File: src/hdl/pst_regs.svh
`ifndef PST_REGS_SVH
`define PST_REGS_SVH

// ----------------------------------------------------------------
// address map
// ----------------------------------------------------------------
`define PST_ADDR_W 12
`define PST_TMR_AREA 4'h0
`define PST_SEL_CON 2'h0
`define PST_SEL_CNT 2'h1
`define PST_SEL_PER 2'h2
`define PST_SEL_NONE 2'h3
`define PST_OFS_STAT 12'h100
`define PST_OFS_MASK 12'h110
`define PST_AREA_MSB 11
`define PST_AREA_LSB 8
`define PST_IDX_MSB 7
`define PST_IDX_LSB 6
`define PST_SEL_MSB 5
`define PST_SEL_LSB 4
`define PST_OPC_MSB 3
`define PST_OPC_LSB 2
`define PST_ALIGN_MSB 1
`define PST_ALIGN_OK 2'h0
`define PST_HALF_MSB 15
`define PST_FLAG_MSB 3

// ----------------------------------------------------------------
// control field positions
// ----------------------------------------------------------------
`define PST_ON_BIT 15
`define PST_SIDL_BIT 13
`define PST_GATE_BIT 7
`define PST_PS_MSB 6
`define PST_PS_LSB 4
`define PST_PAIR_BIT 3
`define PST_CSRC_BIT 1

// ----------------------------------------------------------------
// write masks and reset values
// ----------------------------------------------------------------
`define PST_CON_WMASK_EVEN 16'hA0FA
`define PST_CON_WMASK_ODD 16'hA0F2
`define PST_CON_RST 16'h0000
`define PST_CNT_RST 16'h0000
`define PST_PER_RST 16'hFFFF
`define PST_FLAG_RST 4'h0
`define PST_PRE_RST 8'h00

// ----------------------------------------------------------------
// prescaler terminal counts (divide by 1,2,4,8,16,32,64,256)
// ----------------------------------------------------------------
`define PST_PS_TC0 8'h00
`define PST_PS_TC1 8'h01
`define PST_PS_TC2 8'h03
`define PST_PS_TC3 8'h07
`define PST_PS_TC4 8'h0F
`define PST_PS_TC5 8'h1F
`define PST_PS_TC6 8'h3F
`define PST_PS_TC7 8'hFF

`endif

File: src/hdl/pst_pkg.sv
package pst_pkg;
    typedef logic [31:0] pst_word_t;
    typedef logic [15:0] pst_half_t;
    typedef logic [11:0] pst_addr_t;
    typedef logic [3:0] pst_quad_t;
    typedef enum logic [1:0] {
        PST_OP_WR = 2'h0,
        PST_OP_CLR = 2'h1,
        PST_OP_SET = 2'h2,
        PST_OP_INV = 2'h3
    } pst_op_e;
endpackage

File: src/hdl/pst_tick.sv
`timescale 1ns/10ps
`include "pst_regs.svh"
module pst_tick (
    input wire logic clk_i,
    input wire logic nrst_i,
    input wire logic pin_i,
    input wire logic run_i,
    input wire logic csrc_i,
    input wire logic gate_i,
    input wire logic [2:0] ps_i,
    output logic tick_o,
    output logic gate_fall_o
);
    import pst_pkg::*;

    // ----------------------------------------------------------------
    // pin synchroniser and prescaler
    // ----------------------------------------------------------------
    logic sync1_r, sync2_r, prev_r;
    logic [7:0] pre_r, pre_nxt;
    logic [7:0] tc;
    logic src_ev;

    always_comb begin
        case (ps_i)
            3'h0: tc = `PST_PS_TC0;
            3'h1: tc = `PST_PS_TC1;
            3'h2: tc = `PST_PS_TC2;
            3'h3: tc = `PST_PS_TC3;
            3'h4: tc = `PST_PS_TC4;
            3'h5: tc = `PST_PS_TC5;
            3'h6: tc = `PST_PS_TC6;
            default: tc = `PST_PS_TC7;
        endcase
        // external edge, gated internal, or plain internal clock
        if (csrc_i) begin
            src_ev = sync2_r & ~prev_r;
        end else if (gate_i) begin
            src_ev = sync2_r;
        end else begin
            src_ev = 1'b1;
        end
        pre_nxt = pre_r;
        tick_o = 1'b0;
        if (!run_i) begin
            pre_nxt = `PST_PRE_RST;
        end else if (src_ev) begin
            if (pre_r == tc) begin
                pre_nxt = `PST_PRE_RST;
                tick_o = 1'b1;
            end else begin
                pre_nxt = pre_r + 8'h01;
            end
        end
        // gate fall only counts as an event in gated internal mode
        gate_fall_o = run_i & gate_i & ~csrc_i & prev_r & ~sync2_r;
    end

    always_ff @(posedge clk_i) begin
        if (!nrst_i) begin
            sync1_r <= 1'b0;
            sync2_r <= 1'b0;
            prev_r <= 1'b0;
            pre_r <= `PST_PRE_RST;
        end else begin
            sync1_r <= pin_i;
            sync2_r <= sync1_r;
            prev_r <= sync2_r;
            pre_r <= pre_nxt;
        end
    end
endmodule

File: src/hdl/pst_top.sv
// Local design decisions: the address map and the APB register port.
`timescale 1ns/10ps
`include "pst_regs.svh"
// Summary of operation
// - four independent 16-bit timers or event counters
// - internal, gated and external clock modes
// - second/third and fourth/fifth pair into 32-bit
// - paired timers keep the same three modes
// - pair driven by even timer's control; odd idle stop also stops it
// - timers keep counting in idle unless stopped
// - only second/third timers feed capture/compare
// - converter trigger from third timer or pair
// - clear, set, invert aliases per timer register
// - pair select bit joins even and odd
// - clock source: pin edges or internal clock
// - pair bit even-only; odd source ignored paired
module pst_top (
    input wire logic CLK_I,
    input wire logic NRST_I,
    input wire logic PSEL_I,
    input wire logic PENABLE_I,
    input wire logic PWRITE_I,
    input wire pst_pkg::pst_addr_t PADDR_I,
    input wire pst_pkg::pst_word_t PWDATA_I,
    output pst_pkg::pst_word_t PRDATA_O,
    output logic PREADY_O,
    output logic PSLVERR_O,
    input wire pst_pkg::pst_quad_t TMR_PIN_I,
    input wire logic IDLE_I,
    output logic IRQ_O,
    output pst_pkg::pst_half_t TB_A_CNT_O,
    output pst_pkg::pst_half_t TB_B_CNT_O,
    output logic TB_PAIR_O,
    output logic ADC_TRIG_O
);
    import pst_pkg::*;

    // ----------------------------------------------------------------
    // state
    // ----------------------------------------------------------------
    pst_half_t con_r [4];
    pst_half_t cnt_r [4];
    pst_half_t per_r [4];
    pst_half_t con_nxt [4];
    pst_half_t cnt_nxt [4];
    pst_half_t per_nxt [4];
    pst_quad_t stat_r, stat_nxt;
    pst_quad_t mask_r, mask_nxt;
    pst_word_t rdata_r, rdata_nxt;
    logic trig_r, trig_nxt;

    pst_quad_t tick;
    pst_quad_t gfall;
    pst_quad_t run;
    pst_quad_t ev;
    logic [1:0] paired;
    logic [1:0] pair_match;
    logic [1:0] match16;

    // ----------------------------------------------------------------
    // bus decode
    // ----------------------------------------------------------------
    logic [1:0] idx;
    logic [1:0] sel;
    pst_op_e op;
    logic hit_tmr, hit_stat, hit_mask, hit;
    logic acc, wr, rd_stat;
    pst_half_t wd16;

    assign idx = PADDR_I[`PST_IDX_MSB:`PST_IDX_LSB];
    assign sel = PADDR_I[`PST_SEL_MSB:`PST_SEL_LSB];
    assign op = pst_op_e'(PADDR_I[`PST_OPC_MSB:`PST_OPC_LSB]);
    assign wd16 = PWDATA_I[`PST_HALF_MSB:0];
    assign hit_tmr = (PADDR_I[`PST_AREA_MSB:`PST_AREA_LSB] == `PST_TMR_AREA)
        && (sel != `PST_SEL_NONE) && (PADDR_I[`PST_ALIGN_MSB:0] == `PST_ALIGN_OK);
    assign hit_stat = (PADDR_I == `PST_OFS_STAT);
    assign hit_mask = (PADDR_I == `PST_OFS_MASK);
    assign hit = hit_tmr | hit_stat | hit_mask;
    assign acc = PSEL_I & PENABLE_I;
    assign wr = acc & PWRITE_I & hit;
    assign rd_stat = acc & ~PWRITE_I & hit_stat;

    // zero wait states; read data is captured in the setup cycle
    assign PREADY_O = 1'b1;
    assign PSLVERR_O = acc & ~hit;
    assign PRDATA_O = rdata_r;

    function automatic pst_half_t alias_apply(input pst_half_t old, input pst_half_t wd,
                                              input pst_op_e o);
        pst_half_t res;
        res = old;
        case (o)
            PST_OP_WR: res = wd;
            PST_OP_CLR: res = old & ~wd;
            PST_OP_SET: res = old | wd;
            PST_OP_INV: res = old ^ wd;
            default: res = old;
        endcase
        return res;
    endfunction

    // ----------------------------------------------------------------
    // per-timer clock conditioning
    // ----------------------------------------------------------------
    always_comb begin
        for (int k = 0; k < 2; k++) begin
            paired[k] = con_r[2 * k][`PST_PAIR_BIT];
            // paired: odd idle stop also honoured, so software must clear it
            run[2 * k] = con_r[2 * k][`PST_ON_BIT] & ~(IDLE_I
                & (con_r[2 * k][`PST_SIDL_BIT]
                | (paired[k] & con_r[2 * k + 1][`PST_SIDL_BIT])));
            // odd half is clocked by the even unit while paired
            run[2 * k + 1] = ~paired[k] & con_r[2 * k + 1][`PST_ON_BIT]
                & ~(IDLE_I & con_r[2 * k + 1][`PST_SIDL_BIT]);
        end
    end

    genvar g;
    generate
        for (g = 0; g < 4; g++) begin : g_tick
            pst_tick u_tick (
                .clk_i(CLK_I),
                .nrst_i(NRST_I),
                .pin_i(TMR_PIN_I[g]),
                .run_i(run[g]),
                .csrc_i(con_r[g][`PST_CSRC_BIT]),
                .gate_i(con_r[g][`PST_GATE_BIT]),
                .ps_i(con_r[g][`PST_PS_MSB:`PST_PS_LSB]),
                .tick_o(tick[g]),
                .gate_fall_o(gfall[g])
            );
        end
    endgenerate

    // ----------------------------------------------------------------
    // counters
    // ----------------------------------------------------------------
    always_comb begin
        logic [31:0] cnt32;
        logic [31:0] per32;
        logic [31:0] inc32;
        int e;
        int o;
        cnt32 = 32'h0000_0000;
        per32 = 32'h0000_0000;
        inc32 = 32'h0000_0000;
        e = 0;
        o = 0;
        ev = `PST_FLAG_RST;
        pair_match = 2'h0;
        match16 = 2'h0;
        for (int i = 0; i < 4; i++) begin
            cnt_nxt[i] = cnt_r[i];
        end
        for (int k = 0; k < 2; k++) begin
            e = 2 * k;
            o = 2 * k + 1;
            cnt32 = {cnt_r[o], cnt_r[e]};
            per32 = {per_r[o], per_r[e]};
            inc32 = cnt32 + 32'h0000_0001;
            if (paired[k]) begin
                // upper half flags the pair, as the odd timer would
                if (tick[e]) begin
                    if (cnt32 == per32) begin
                        cnt_nxt[e] = `PST_CNT_RST;
                        cnt_nxt[o] = `PST_CNT_RST;
                        pair_match[k] = 1'b1;
                    end else begin
                        cnt_nxt[e] = inc32[15:0];
                        cnt_nxt[o] = inc32[31:16];
                    end
                end
                ev[o] = (pair_match[k] & ~con_r[e][`PST_GATE_BIT]) | gfall[e];
            end else begin
                for (int j = 0; j < 2; j++) begin
                    if (tick[e + j]) begin
                        if (cnt_r[e + j] == per_r[e + j]) begin
                            cnt_nxt[e + j] = `PST_CNT_RST;
                            if (j == 1) begin
                                match16[k] = 1'b1;
                            end
                            ev[e + j] = ~con_r[e + j][`PST_GATE_BIT];
                        end else begin
                            cnt_nxt[e + j] = cnt_r[e + j] + 16'h0001;
                        end
                    end
                    if (gfall[e + j]) begin
                        ev[e + j] = 1'b1;
                    end
                end
            end
        end
        // software writes to a count take priority over counting
        if (wr && hit_tmr && (sel == `PST_SEL_CNT)) begin
            cnt_nxt[idx] = alias_apply(cnt_r[idx], wd16, op);
        end
    end

    // ----------------------------------------------------------------
    // control, period, status and mask
    // ----------------------------------------------------------------
    always_comb begin
        for (int i = 0; i < 4; i++) begin
            con_nxt[i] = con_r[i];
            per_nxt[i] = per_r[i];
        end
        mask_nxt = mask_r;
        if (wr && hit_tmr && (sel == `PST_SEL_CON)) begin
            // pair bit is writable on even timers only
            if (idx[0]) begin
                con_nxt[idx] = alias_apply(con_r[idx], wd16, op)
                    & `PST_CON_WMASK_ODD;
            end else begin
                con_nxt[idx] = alias_apply(con_r[idx], wd16, op)
                    & `PST_CON_WMASK_EVEN;
            end
        end
        if (wr && hit_tmr && (sel == `PST_SEL_PER)) begin
            per_nxt[idx] = alias_apply(per_r[idx], wd16, op);
        end
        if (wr && hit_mask) begin
            mask_nxt = PWDATA_I[`PST_FLAG_MSB:0];
        end
        // read clears only bits it returned, so late events are not lost
        stat_nxt = (stat_r & ~(rd_stat ? rdata_r[`PST_FLAG_MSB:0] : `PST_FLAG_RST)) | ev;
        // converter trigger from third timer, or the low pair when joined
        trig_nxt = paired[0] ? pair_match[0] : match16[0];
    end

    // ----------------------------------------------------------------
    // read mux, sampled in the setup cycle
    // ----------------------------------------------------------------
    always_comb begin
        rdata_nxt = rdata_r;
        if (PSEL_I && !PENABLE_I) begin
            rdata_nxt = 32'h0000_0000;
            if (!PWRITE_I && hit_tmr) begin
                case (sel)
                    `PST_SEL_CON: rdata_nxt = {16'h0000, con_r[idx]};
                    `PST_SEL_CNT: rdata_nxt = {16'h0000, cnt_r[idx]};
                    `PST_SEL_PER: rdata_nxt = {16'h0000, per_r[idx]};
                    default: rdata_nxt = 32'h0000_0000;
                endcase
            end else if (!PWRITE_I && hit_stat) begin
                rdata_nxt = {28'h000_0000, stat_r};
            end else if (!PWRITE_I && hit_mask) begin
                rdata_nxt = {28'h000_0000, mask_r};
            end
        end
    end

    always_ff @(posedge CLK_I) begin
        if (!NRST_I) begin
            for (int i = 0; i < 4; i++) begin
                con_r[i] <= `PST_CON_RST;
                cnt_r[i] <= `PST_CNT_RST;
                per_r[i] <= `PST_PER_RST;
            end
            stat_r <= `PST_FLAG_RST;
            mask_r <= `PST_FLAG_RST;
            rdata_r <= 32'h0000_0000;
            trig_r <= 1'b0;
        end else begin
            for (int i = 0; i < 4; i++) begin
                con_r[i] <= con_nxt[i];
                cnt_r[i] <= cnt_nxt[i];
                per_r[i] <= per_nxt[i];
            end
            stat_r <= stat_nxt;
            mask_r <= mask_nxt;
            rdata_r <= rdata_nxt;
            trig_r <= trig_nxt;
        end
    end

    // ----------------------------------------------------------------
    // outputs
    // ----------------------------------------------------------------
    assign IRQ_O = |(stat_r & mask_r);
    // capture/compare time base only from the low pair
    assign TB_A_CNT_O = cnt_r[0];
    assign TB_B_CNT_O = cnt_r[1];
    assign TB_PAIR_O = con_r[0][`PST_PAIR_BIT];
    assign ADC_TRIG_O = trig_r;
endmodule

File: config.mk
export PLATFORM = sky130hd
export DESIGN_NAME = pst_top
export DESIGN_NICKNAME = d
export VERILOG_FILES = /design/src/hdl/pst_pkg.sv /design/src/hdl/pst_tick.sv /design/src/hdl/pst_top.sv
export VERILOG_INCLUDE_DIRS = /design/src /design/src/hdl
export SDC_FILE = /design/constraint.sdc
export NUM_CORES = 1
export LEC_CHECK = 0
export BUFFER_PORTS_ARGS = -buffer_cell sky130_fd_sc_hd__buf_2
export CORE_ASPECT_RATIO = 1.2
export CORE_MARGIN = 2
export CORE_UTILIZATION = 46
export CTS_BUF_LIST = sky130_fd_sc_hd__clkbuf_4 sky130_fd_sc_hd__clkbuf_8
export CTS_CLUSTER_DIAMETER = 150
export DETAILED_ROUTE_END_ITERATION = 12
export PLACE_DENSITY_LB_ADDON = 0.2
export SYNTH_ARGS = -nofsm -noshare
export SYNTH_HDL_FRONTEND = slang
export SYNTH_HIERARCHICAL = 1
export SYNTH_SLANG_ARGS = --single-unit
File: constraint.sdc
create_clock -name CLK_I -period 7 [get_ports CLK_I]
set_input_delay 0.7 -clock CLK_I [delete_from_list [all_inputs] [get_ports CLK_I]]
set_output_delay 0.7 -clock CLK_I [all_outputs]
set_load 0.03 [all_outputs]
==> key figures, run 1 <==
Clock tree
  – Hold buffers post-CTS: 0
  – Clock Sinks: 261
  – CTS Buffer Depth: 3
  – Clk_lat worst skew: 0.60 ns
  – Worst-path clk slew: 0.06 ns
  – # H-tree levels: 2
  – Post-CTS sizing: 0
  – TritonCTS clock tree: done
  – Root Buffer: clkbuf_8
  – CTS Buf Count: 48
  – Setup repair bufs after CTS: 0

STA
  – Crit share post-route: 0.599
  – Final hold vios: 0
  – Fin crit period: 4.19 ns
  – Fmax: 239 MHz
  – Final setup vio count: 0
  – RSZ-0062 raised after global routing: no
  – Worst slew pin tran: 1.25 ns
  – Max-slew headroom: 0.161
  – Pins Over Slew Limit: 0
  – Total negative slack: 0 ns
  – Worst Skew: 0.0299 ns

Power and ir drop
  – Int Pwr: 2.60 mW
  – P_sw: 0.848 mW
  – Clock Power Share: 0.495
  – Pwr/cell area: 185 nW/um2
  – Leak Pwr: 7.29 nW
  – Total Power: 3.45 mW
  – Max VDD drop: 0.117 mV
  – Flop pwr share: 0.433
  – Sw frac: 0.246
  – Comb power frac: 0.072

Layout
  – Area grow syn2layout: 8.92%
  – # fillers: 3,508
  – Fin nets: 2,105
  – Share of cells above drive strength 1: 0.159
  – Antenna cells: 0

Synthesis
  – Cells after Synth: 1,957
  – Synthesized flop and latch total: 261
  – Primary FF master, synth: dfxtp_1
  – Ys async rst share: 0
  – YS warnings: 6
  – Register area share after synthesis: 0.305
  – Post-synth EDFFs: 0
  – Synth Area per Inst: 8.76 um2
  – Yosys cell types: 76
  – Synthesized cell area: 17,100 um2

Worst setup path
  – Crit path max-delay family: simple AND/OR/NAND/NOR gates
  – Worst path depth: 11
  – Setup crit end kind: flip-flop
  – Setup CP Type: reg2reg
  – Crit path to: cnt_r[3][15]
  – Crit path launch type: flip-flop
  – Slowest stage cell, crit path: nor3_1
  – FF-to-FF End: cnt_r[3][15]
  – Reg2reg setup slack: 2.81 ns
  – R2R depth: 11
  – Worst path max stage delay: 0.76 ns
  – Crit path buf inv count: 0
  – Most used cell, CP: and3_1
  – Worst path cell trace: and4_1, a21oi_1, nor3_1, and3_1, and3_1, nand4_1, nor4_1, nand3_1, xor2_1, a2bb2oi_1, a211oi_1
  – WP data required: 7.49 ns
  – Largest fanout on the critical path: 14
  – Crit path arrival time: 4.68 ns

Detailed routing
  – Number of nets with antenna violations after routing: 0
  – Via-to-Cell Ratio: 6.23
  – WL/cell: 23.0 um
  – DR pass1 iterations: 5
  – DRT iter0 DRCs: 1,308
  – Number of remaining DRC errors: 0
  – DR vias: 15,400
  – DRT Wirelength: 56,900 um

Status
  – Status: finished clean

Die
  – Core Footprint: 36,800 um2
  – Num ports: 123
  – Die ar.: 38,800 um2
  – Die Width: 180 um
  – Row cnt: 77
  – Die height: 215 um
  – Starting Density: 0.466

Place
  – Port bufs: 89
  – Final Wtd Congestion: 1.02
  – DP HPWL: 41,300 um

Global route
  – Total grt overflow: 0
  – Vias in the first global route: 14,700
  – Largest net degree at the start of global routing: 85
  – Initial antenna violation count: 2
  – Gr usage total: 0.287
  – First-pass GRT wire length: 88,000 um

Flow run
  – Max-cap violations: 0

Hold path
  – Worst Hold Class: in2reg
[worst register-to-register path: cells and delay by family (launching register included)]
kind                      cells  cell delay [ns]
and+or+nand+nor               7             2.91
DFF                           1             0.58
AOI/OAI and AO/OA             3             0.45
xor gates and xnor gates      1             0.17
[worst min-delay path by stage]
stage | slack (ns) | start | depth (start not counted) | to
final | 0.31 | TMR_PIN_I[0] | 2 | g_tick[0].u_tick/sync1_r
after CTS | 0.29 | TMR_PIN_I[0] | 2 | g_tick[0].u_tick/sync1_r
after global routing | 0.31 | TMR_PIN_I[2] | 2 | g_tick[2].u_tick/sync1_r
after global placement | 0.42 | g_tick[2].u_tick/sync1_r | 1 | g_tick[2].u_tick/sync2_r
after detailed placement | 0.42 | g_tick[3].u_tick/sync1_r | 1 | g_tick[3].u_tick/sync2_r
after floorplan | 0.41 | g_tick[0].u_tick/sync1_r | 1 | g_tick[0].u_tick/sync2_r
[power groups by stage]
stage	registers, mW	logic, mW	clock network (mW)
3_3_place_gp	1.53	0.240	0
2_1_floorplan	1.52	0.168	0
6_report	1.49	0.249	1.71
3_5_place_dp	1.53	0.245	0
5_1_grt	1.49	0.265	1.80
4_1_cts	1.49	0.246	1.73
[routing by layer]
metal	global-route usage	vias up	part of all wire
li1	-	7105	-
met2	0.468	671	0.46
met1	0.377	7449	0.42
met5	0	-	0
met4	0.135	0	0.051
met3	0.0378	153	0.072
[layout make-up]
type	count	area, um2	share of cell area
clock buffer	72	903	0.0484
clock inverter	11	208	0.0111
inverter	92	345	0.0185
multi-input combinational	1456	10800	0.580
sequential	261	5230	0.280
tap	474	593	0.0318
timing repair buffer	104	566	0.0303
[cell families (layout without fill, tap and decap cells)]
family / count (synthesis) / after routing / synth area share
XOR/XNOR: 156 / 156 / 0.0797
adder cells (fa/ha/maj): 88 / 88 / 0.0642
buffers and inverters: 255 / 279 / 0.0666
AND/OR/NAND/NOR: 613 / 613 / 0.180
other: 2 / 17 / 0.000438
multiplexers: 116 / 116 / 0.114
AO/OA/AOI/OAI: 466 / 466 / 0.190
flip-flops: 261 / 261 / 0.305
[cells in the final DEF (no fill, tap or decap), drive strengths merged, types with 11 or more instances in the layout]
master     n
buf      104
and2      25
nand3     29
inv       90
mux2i     28
or2       20
a22oi     23
nor2     142
mux2      27
a31oi     15
dfxtp    261
a21oi    103
a211oi    79
nand2    183
o21ai     67
xor2      89
ha        88
clkbuf    72
nand4     31
a2111oi   16
o22ai     14
nor4      35
xnor2     67
conb      17
mux4      61
nor2b     11
and3      59
nor3      32
o211ai    74
or4       11
[through the flow]
step / cell area (um2) / util / cells / hold WS, ns / setup WS (ns)
final: 18700 / 0.507 / 2470 / 0.312 / 2.81
after global placement: 17600 / 0.477 / 2387 / 0.423 / 2.94
after CTS: 18700 / 0.507 / 2470 / 0.291 / 2.85
after detailed placement: 17600 / 0.477 / 2387 / 0.424 / 2.89
after floorplan: 17200 / - / 1972 / 0.412 / 3.75
after global routing: 18700 / 0.507 / 2470 / 0.312 / 2.42
[cells in the mapped netlist (9+ instances only)]
cell type  number  area [um2]
and3_1         59         369
buf_1           9        33.8
buf_4          18         135
and2_1         25         156
nand3_1        29         145
and4_1         10        87.6
nor2b_1        10        62.6
nand4_1        31         194
mux2i_1        28         280
a21oi_1       103         515
nand2_1       183         687
buf_6          13         146
o211a_1        10         100
o211ai_1       74         556
ha_1           88        1100
o22ai_1        10        62.6
clkbuf_1      107         402
a211oi_1       78         586
nor3_1         30         150
a22oi_1        23         173
nor4_1         32         200
a221oi_1       10        87.6
a31oi_1        15        93.8
nor2_1        141         529
buf_2          16        80.1
mux4_2         61        1370
o31ai_1         9        67.6
inv_1          89         334
a2111oi_1      16         160
or2_2          16         100
dfxtp_1       261        5230
mux2_2         27         304
o21ai_0        65         325
xnor2_1        67         587
xor2_1         89         780
Power figures use the tool's default switching activity.
==> run 2: changes to the inputs <==
--- a/config.mk
+++ b/config.mk
@@ -6,6 +6,7 @@
 export SDC_FILE = /design/constraint.sdc
 export NUM_CORES = 1
 export LEC_CHECK = 0
+export ABC_AREA = 1
 export BUFFER_PORTS_ARGS = -buffer_cell sky130_fd_sc_hd__buf_2
 export CORE_ASPECT_RATIO = 1.2
 export CORE_MARGIN = 2
==> constraint.sdc (replaced) <==
create_clock -name CLK_I -period 4.3 [get_ports CLK_I]
set_input_delay 0.43 -clock CLK_I [delete_from_list [all_inputs] [get_ports CLK_I]]
set_output_delay 0.43 -clock CLK_I [all_outputs]
set_load 0.03 [all_outputs]
==> run 2 against run 1 <==
Against the previous run:
- power up 70%
- sequential power is 63% higher
- worst hold slack worse by 0.18 ns
- utilization increased by 1.0 points
- critical path depth is 2 lower
- non-clock buffer count grew 26
- fmax rose by 35%
- count of clock-buffer cells in the layout increased by 6
- combinational power increased by 100%
- register-to-register slack got worse by 1.6 ns
- die area is 8.5% higher
- critical endpoint is now cnt_r[1][14]
- sequential share of layout area shrank 2.6 points
==> key figures, run 2 <==
Synthesis
  – Primary FF master, synth: dfxtp_1
  – Ys async rst share: 0
  – Synthesized cell area: 18,600 um2
  – YS warnings: 6
  – Synthesized flop and latch total: 261
  – Post-synth EDFFs: 0
  – Synth Area per Inst: 6.26 um2
  – Count leader, synth: nand2_1
  – Register area share after synthesis: 0.280
  – Cell taking the most area after synthesis: dfxtp_1
  – Yosys cell types: 49
  – Post-synth top area share: 0.280
  – Synth top cells by count: nand2_1 (849), inv_1 (410), dfxtp_1 (261)
  – Area contributors post-synth: dfxtp_1 (28%), nand2_1 (17%), inv_1 (8.3%)
  – Cells after Synth: 2,975

STA
  – Worst Skew: 0.0286 ns
  – Pins Over Slew Limit: 0
  – Fmax: 322 MHz
  – WHS: 0.128 ns
  – Max-slew headroom: 0.188
  – Final hold vios: 0
  – Final setup margin: 1.19 ns
  – Total negative slack: 0 ns
  – Final setup vio count: 0
  – Fin crit period: 3.11 ns
  – RSZ-0062 raised after global routing: no
  – Worst slew pin tran: 1.22 ns
  – Crit share post-route: 0.723

Global route
  – Largest net degree at the start of global routing: 69
  – Initial antenna violation count: 3
  – Total grt overflow: 0
  – Vias in the first global route: 18,600
  – First-pass GRT wire length: 109,000 um
  – Gr usage total: 0.339

Die
  – Die ar.: 42,100 um2
  – Row cnt: 80
  – Core Footprint: 39,800 um2
  – Starting Density: 0.468
  – Die Width: 188 um
  – Die height: 224 um
  – Num ports: 123

Worst setup path
  – Setup crit end kind: flip-flop
  – WP data required: 4.87 ns
  – Setup CP Type: reg2reg
  – Crit path arrival time: 3.67 ns
  – Largest fanout on the critical path: 8
  – Crit path launch type: flip-flop

Place
  – Port bufs: 89
  – Dpl ws: 0.997 ns
  – DP HPWL: 53,700 um
  – Final Wtd Congestion: 1.01
  – Dpl cell area: 19,400 um2

Clock tree
  – Setup repair bufs after CTS: 0
  – # H-tree levels: 2
  – Clk_lat worst skew: 0.65 ns
  – Clock Sinks: 261
  – CTS Buf Count: 49
  – Worst-path clk slew: 0.06 ns
  – TritonCTS clock tree: done
  – Root Buffer: clkbuf_8
  – CTS Buffer Depth: 3

Detailed routing
  – DR pass1 iterations: 6
  – Number of remaining DRC errors: 0
  – DRT iter0 DRCs: 1,732
  – DRT Wirelength: 72,500 um
  – WL/cell: 20.1 um
  – DR vias: 20,100
  – Via-to-Cell Ratio: 5.59
  – Number of nets with antenna violations after routing: 0

Power and ir drop
  – Comb power frac: 0.087
  – Pwr/cell area: 284 nW/um2
  – Total Power: 5.85 mW
  – Sw frac: 0.276
  – Clock Power Share: 0.498
  – P_sw: 1.61 mW
  – Int Pwr: 4.24 mW
  – Max VDD drop: 0.240 mV
  – Leak Pwr: 9.56 nW
  – Flop pwr share: 0.415

Layout
  – Area grow syn2layout: 10.7%
  – Most frequent cells in the layout: nand2_1 (849), inv_1 (410), dfxtp_1 (261)
  – Fin nets: 3,167
  – Share of cells above drive strength 1: 0.109
  – Most common cell after layout, fill and taps aside: nand2_1
  – Final instance area: 20,600 um2

Flow run
  – Max-cap violations: 0

Hold path
  – Worst Hold Class: in2reg

Status
  – Status: finished clean
## run 2: cell count changes after synthesis, moves of 76 or more
| cell | change |
|---|---|
| nand3_1 | +162 |
| a211oi_1 | -76 |
| a21oi_1 | +99 |
| o21ai_0 | +126 |
| inv_1 | +321 |
| nand2_1 | +666 |
## run 2: area by class of cell
| cell class | count | area (um2) |
|---|---|---|
| clock buffer | 78 | 1020 |
| inverter | 445 | 1670 |
| timing repair buffer | 130 | 778 |
| clock inverter | 13 | 150 |
| tap | 533 | 667 |
| sequential | 261 | 5230 |
| antenna | 3 | 7.51 |
| multi-input combinational | 2138 | 11100 |
| fill | 4159 | 19200 |
## run 2: worst paths after layout
kind,startpoint,slack (ns),to,cells after the start
setup reg to reg,cnt_r[0][14],1.19,cnt_r[1][14],9
setup / recovery,cnt_r[0][14],1.19,cnt_r[1][14],9
hold / removal,PWDATA_I[2],0.13,mask_r[2],3
hold reg to reg,g_tick[1].u_tick/sync1_r,0.41,g_tick[1].u_tick/sync2_r,2
## run 2: metrics by stage
| stage | util | cells |
|---|---|---|
| after floorplan | - | 2990 |
| after CTS | 0.517 | 3598 |
| after detailed placement | 0.487 | 3503 |
| after global routing | 0.517 | 3599 |
| after global placement | 0.487 | 3503 |
| final | 0.518 | 3601 |
## run 2: critical path: stages (launching register included)
cell	delay [ns]
dfxtp_1	0.72
inv_1	0.25
o22ai_1	0.18
a21oi_1	0.10
o21ai_1	0.24
inv_1	0.09
ha_1	0.19
o2111ai_1	0.82
o21ai_0	0.26
a21oi_1	0.17
## run 2: metal layers
metal	routed length (um)	track usage
met1	27600	0.397
met2	32500	0.544
met3	6110	0.0685
met4	6260	0.266
met5	10	0
## run 2: what timing repair did
item / 4_1_cts / 5_1_grt
endpoints found under the hold margin: 4 / 0
hold buffers: 4 / 0
endpoints found under the setup margin: 0 / 0
gates resized for setup: 0 / 0
## run 2: power groups by stage
| stage | registers, mW | logic, mW | clock network, mW |
|---|---|---|---|
| 2_1_floorplan | 2.48 | 0.284 | 0 |
| 5_1_grt | 2.42 | 0.537 | 3.05 |
| 3_3_place_gp | 2.48 | 0.475 | 0 |
| 6_report | 2.43 | 0.509 | 2.92 |
| 4_1_cts | 2.43 | 0.491 | 2.95 |
| 3_5_place_dp | 2.48 | 0.487 | 0 |
## run 2: kinds of logic after synthesis
logic type | synth area share
other | 0.000403
AND/OR/NAND/NOR | 0.327
adder cells (fa/ha/maj) | 0.0591
XOR/XNOR | 0.0423
buffers and inverters | 0.129
AO/OA/AOI/OAI | 0.162
flip-flops | 0.280
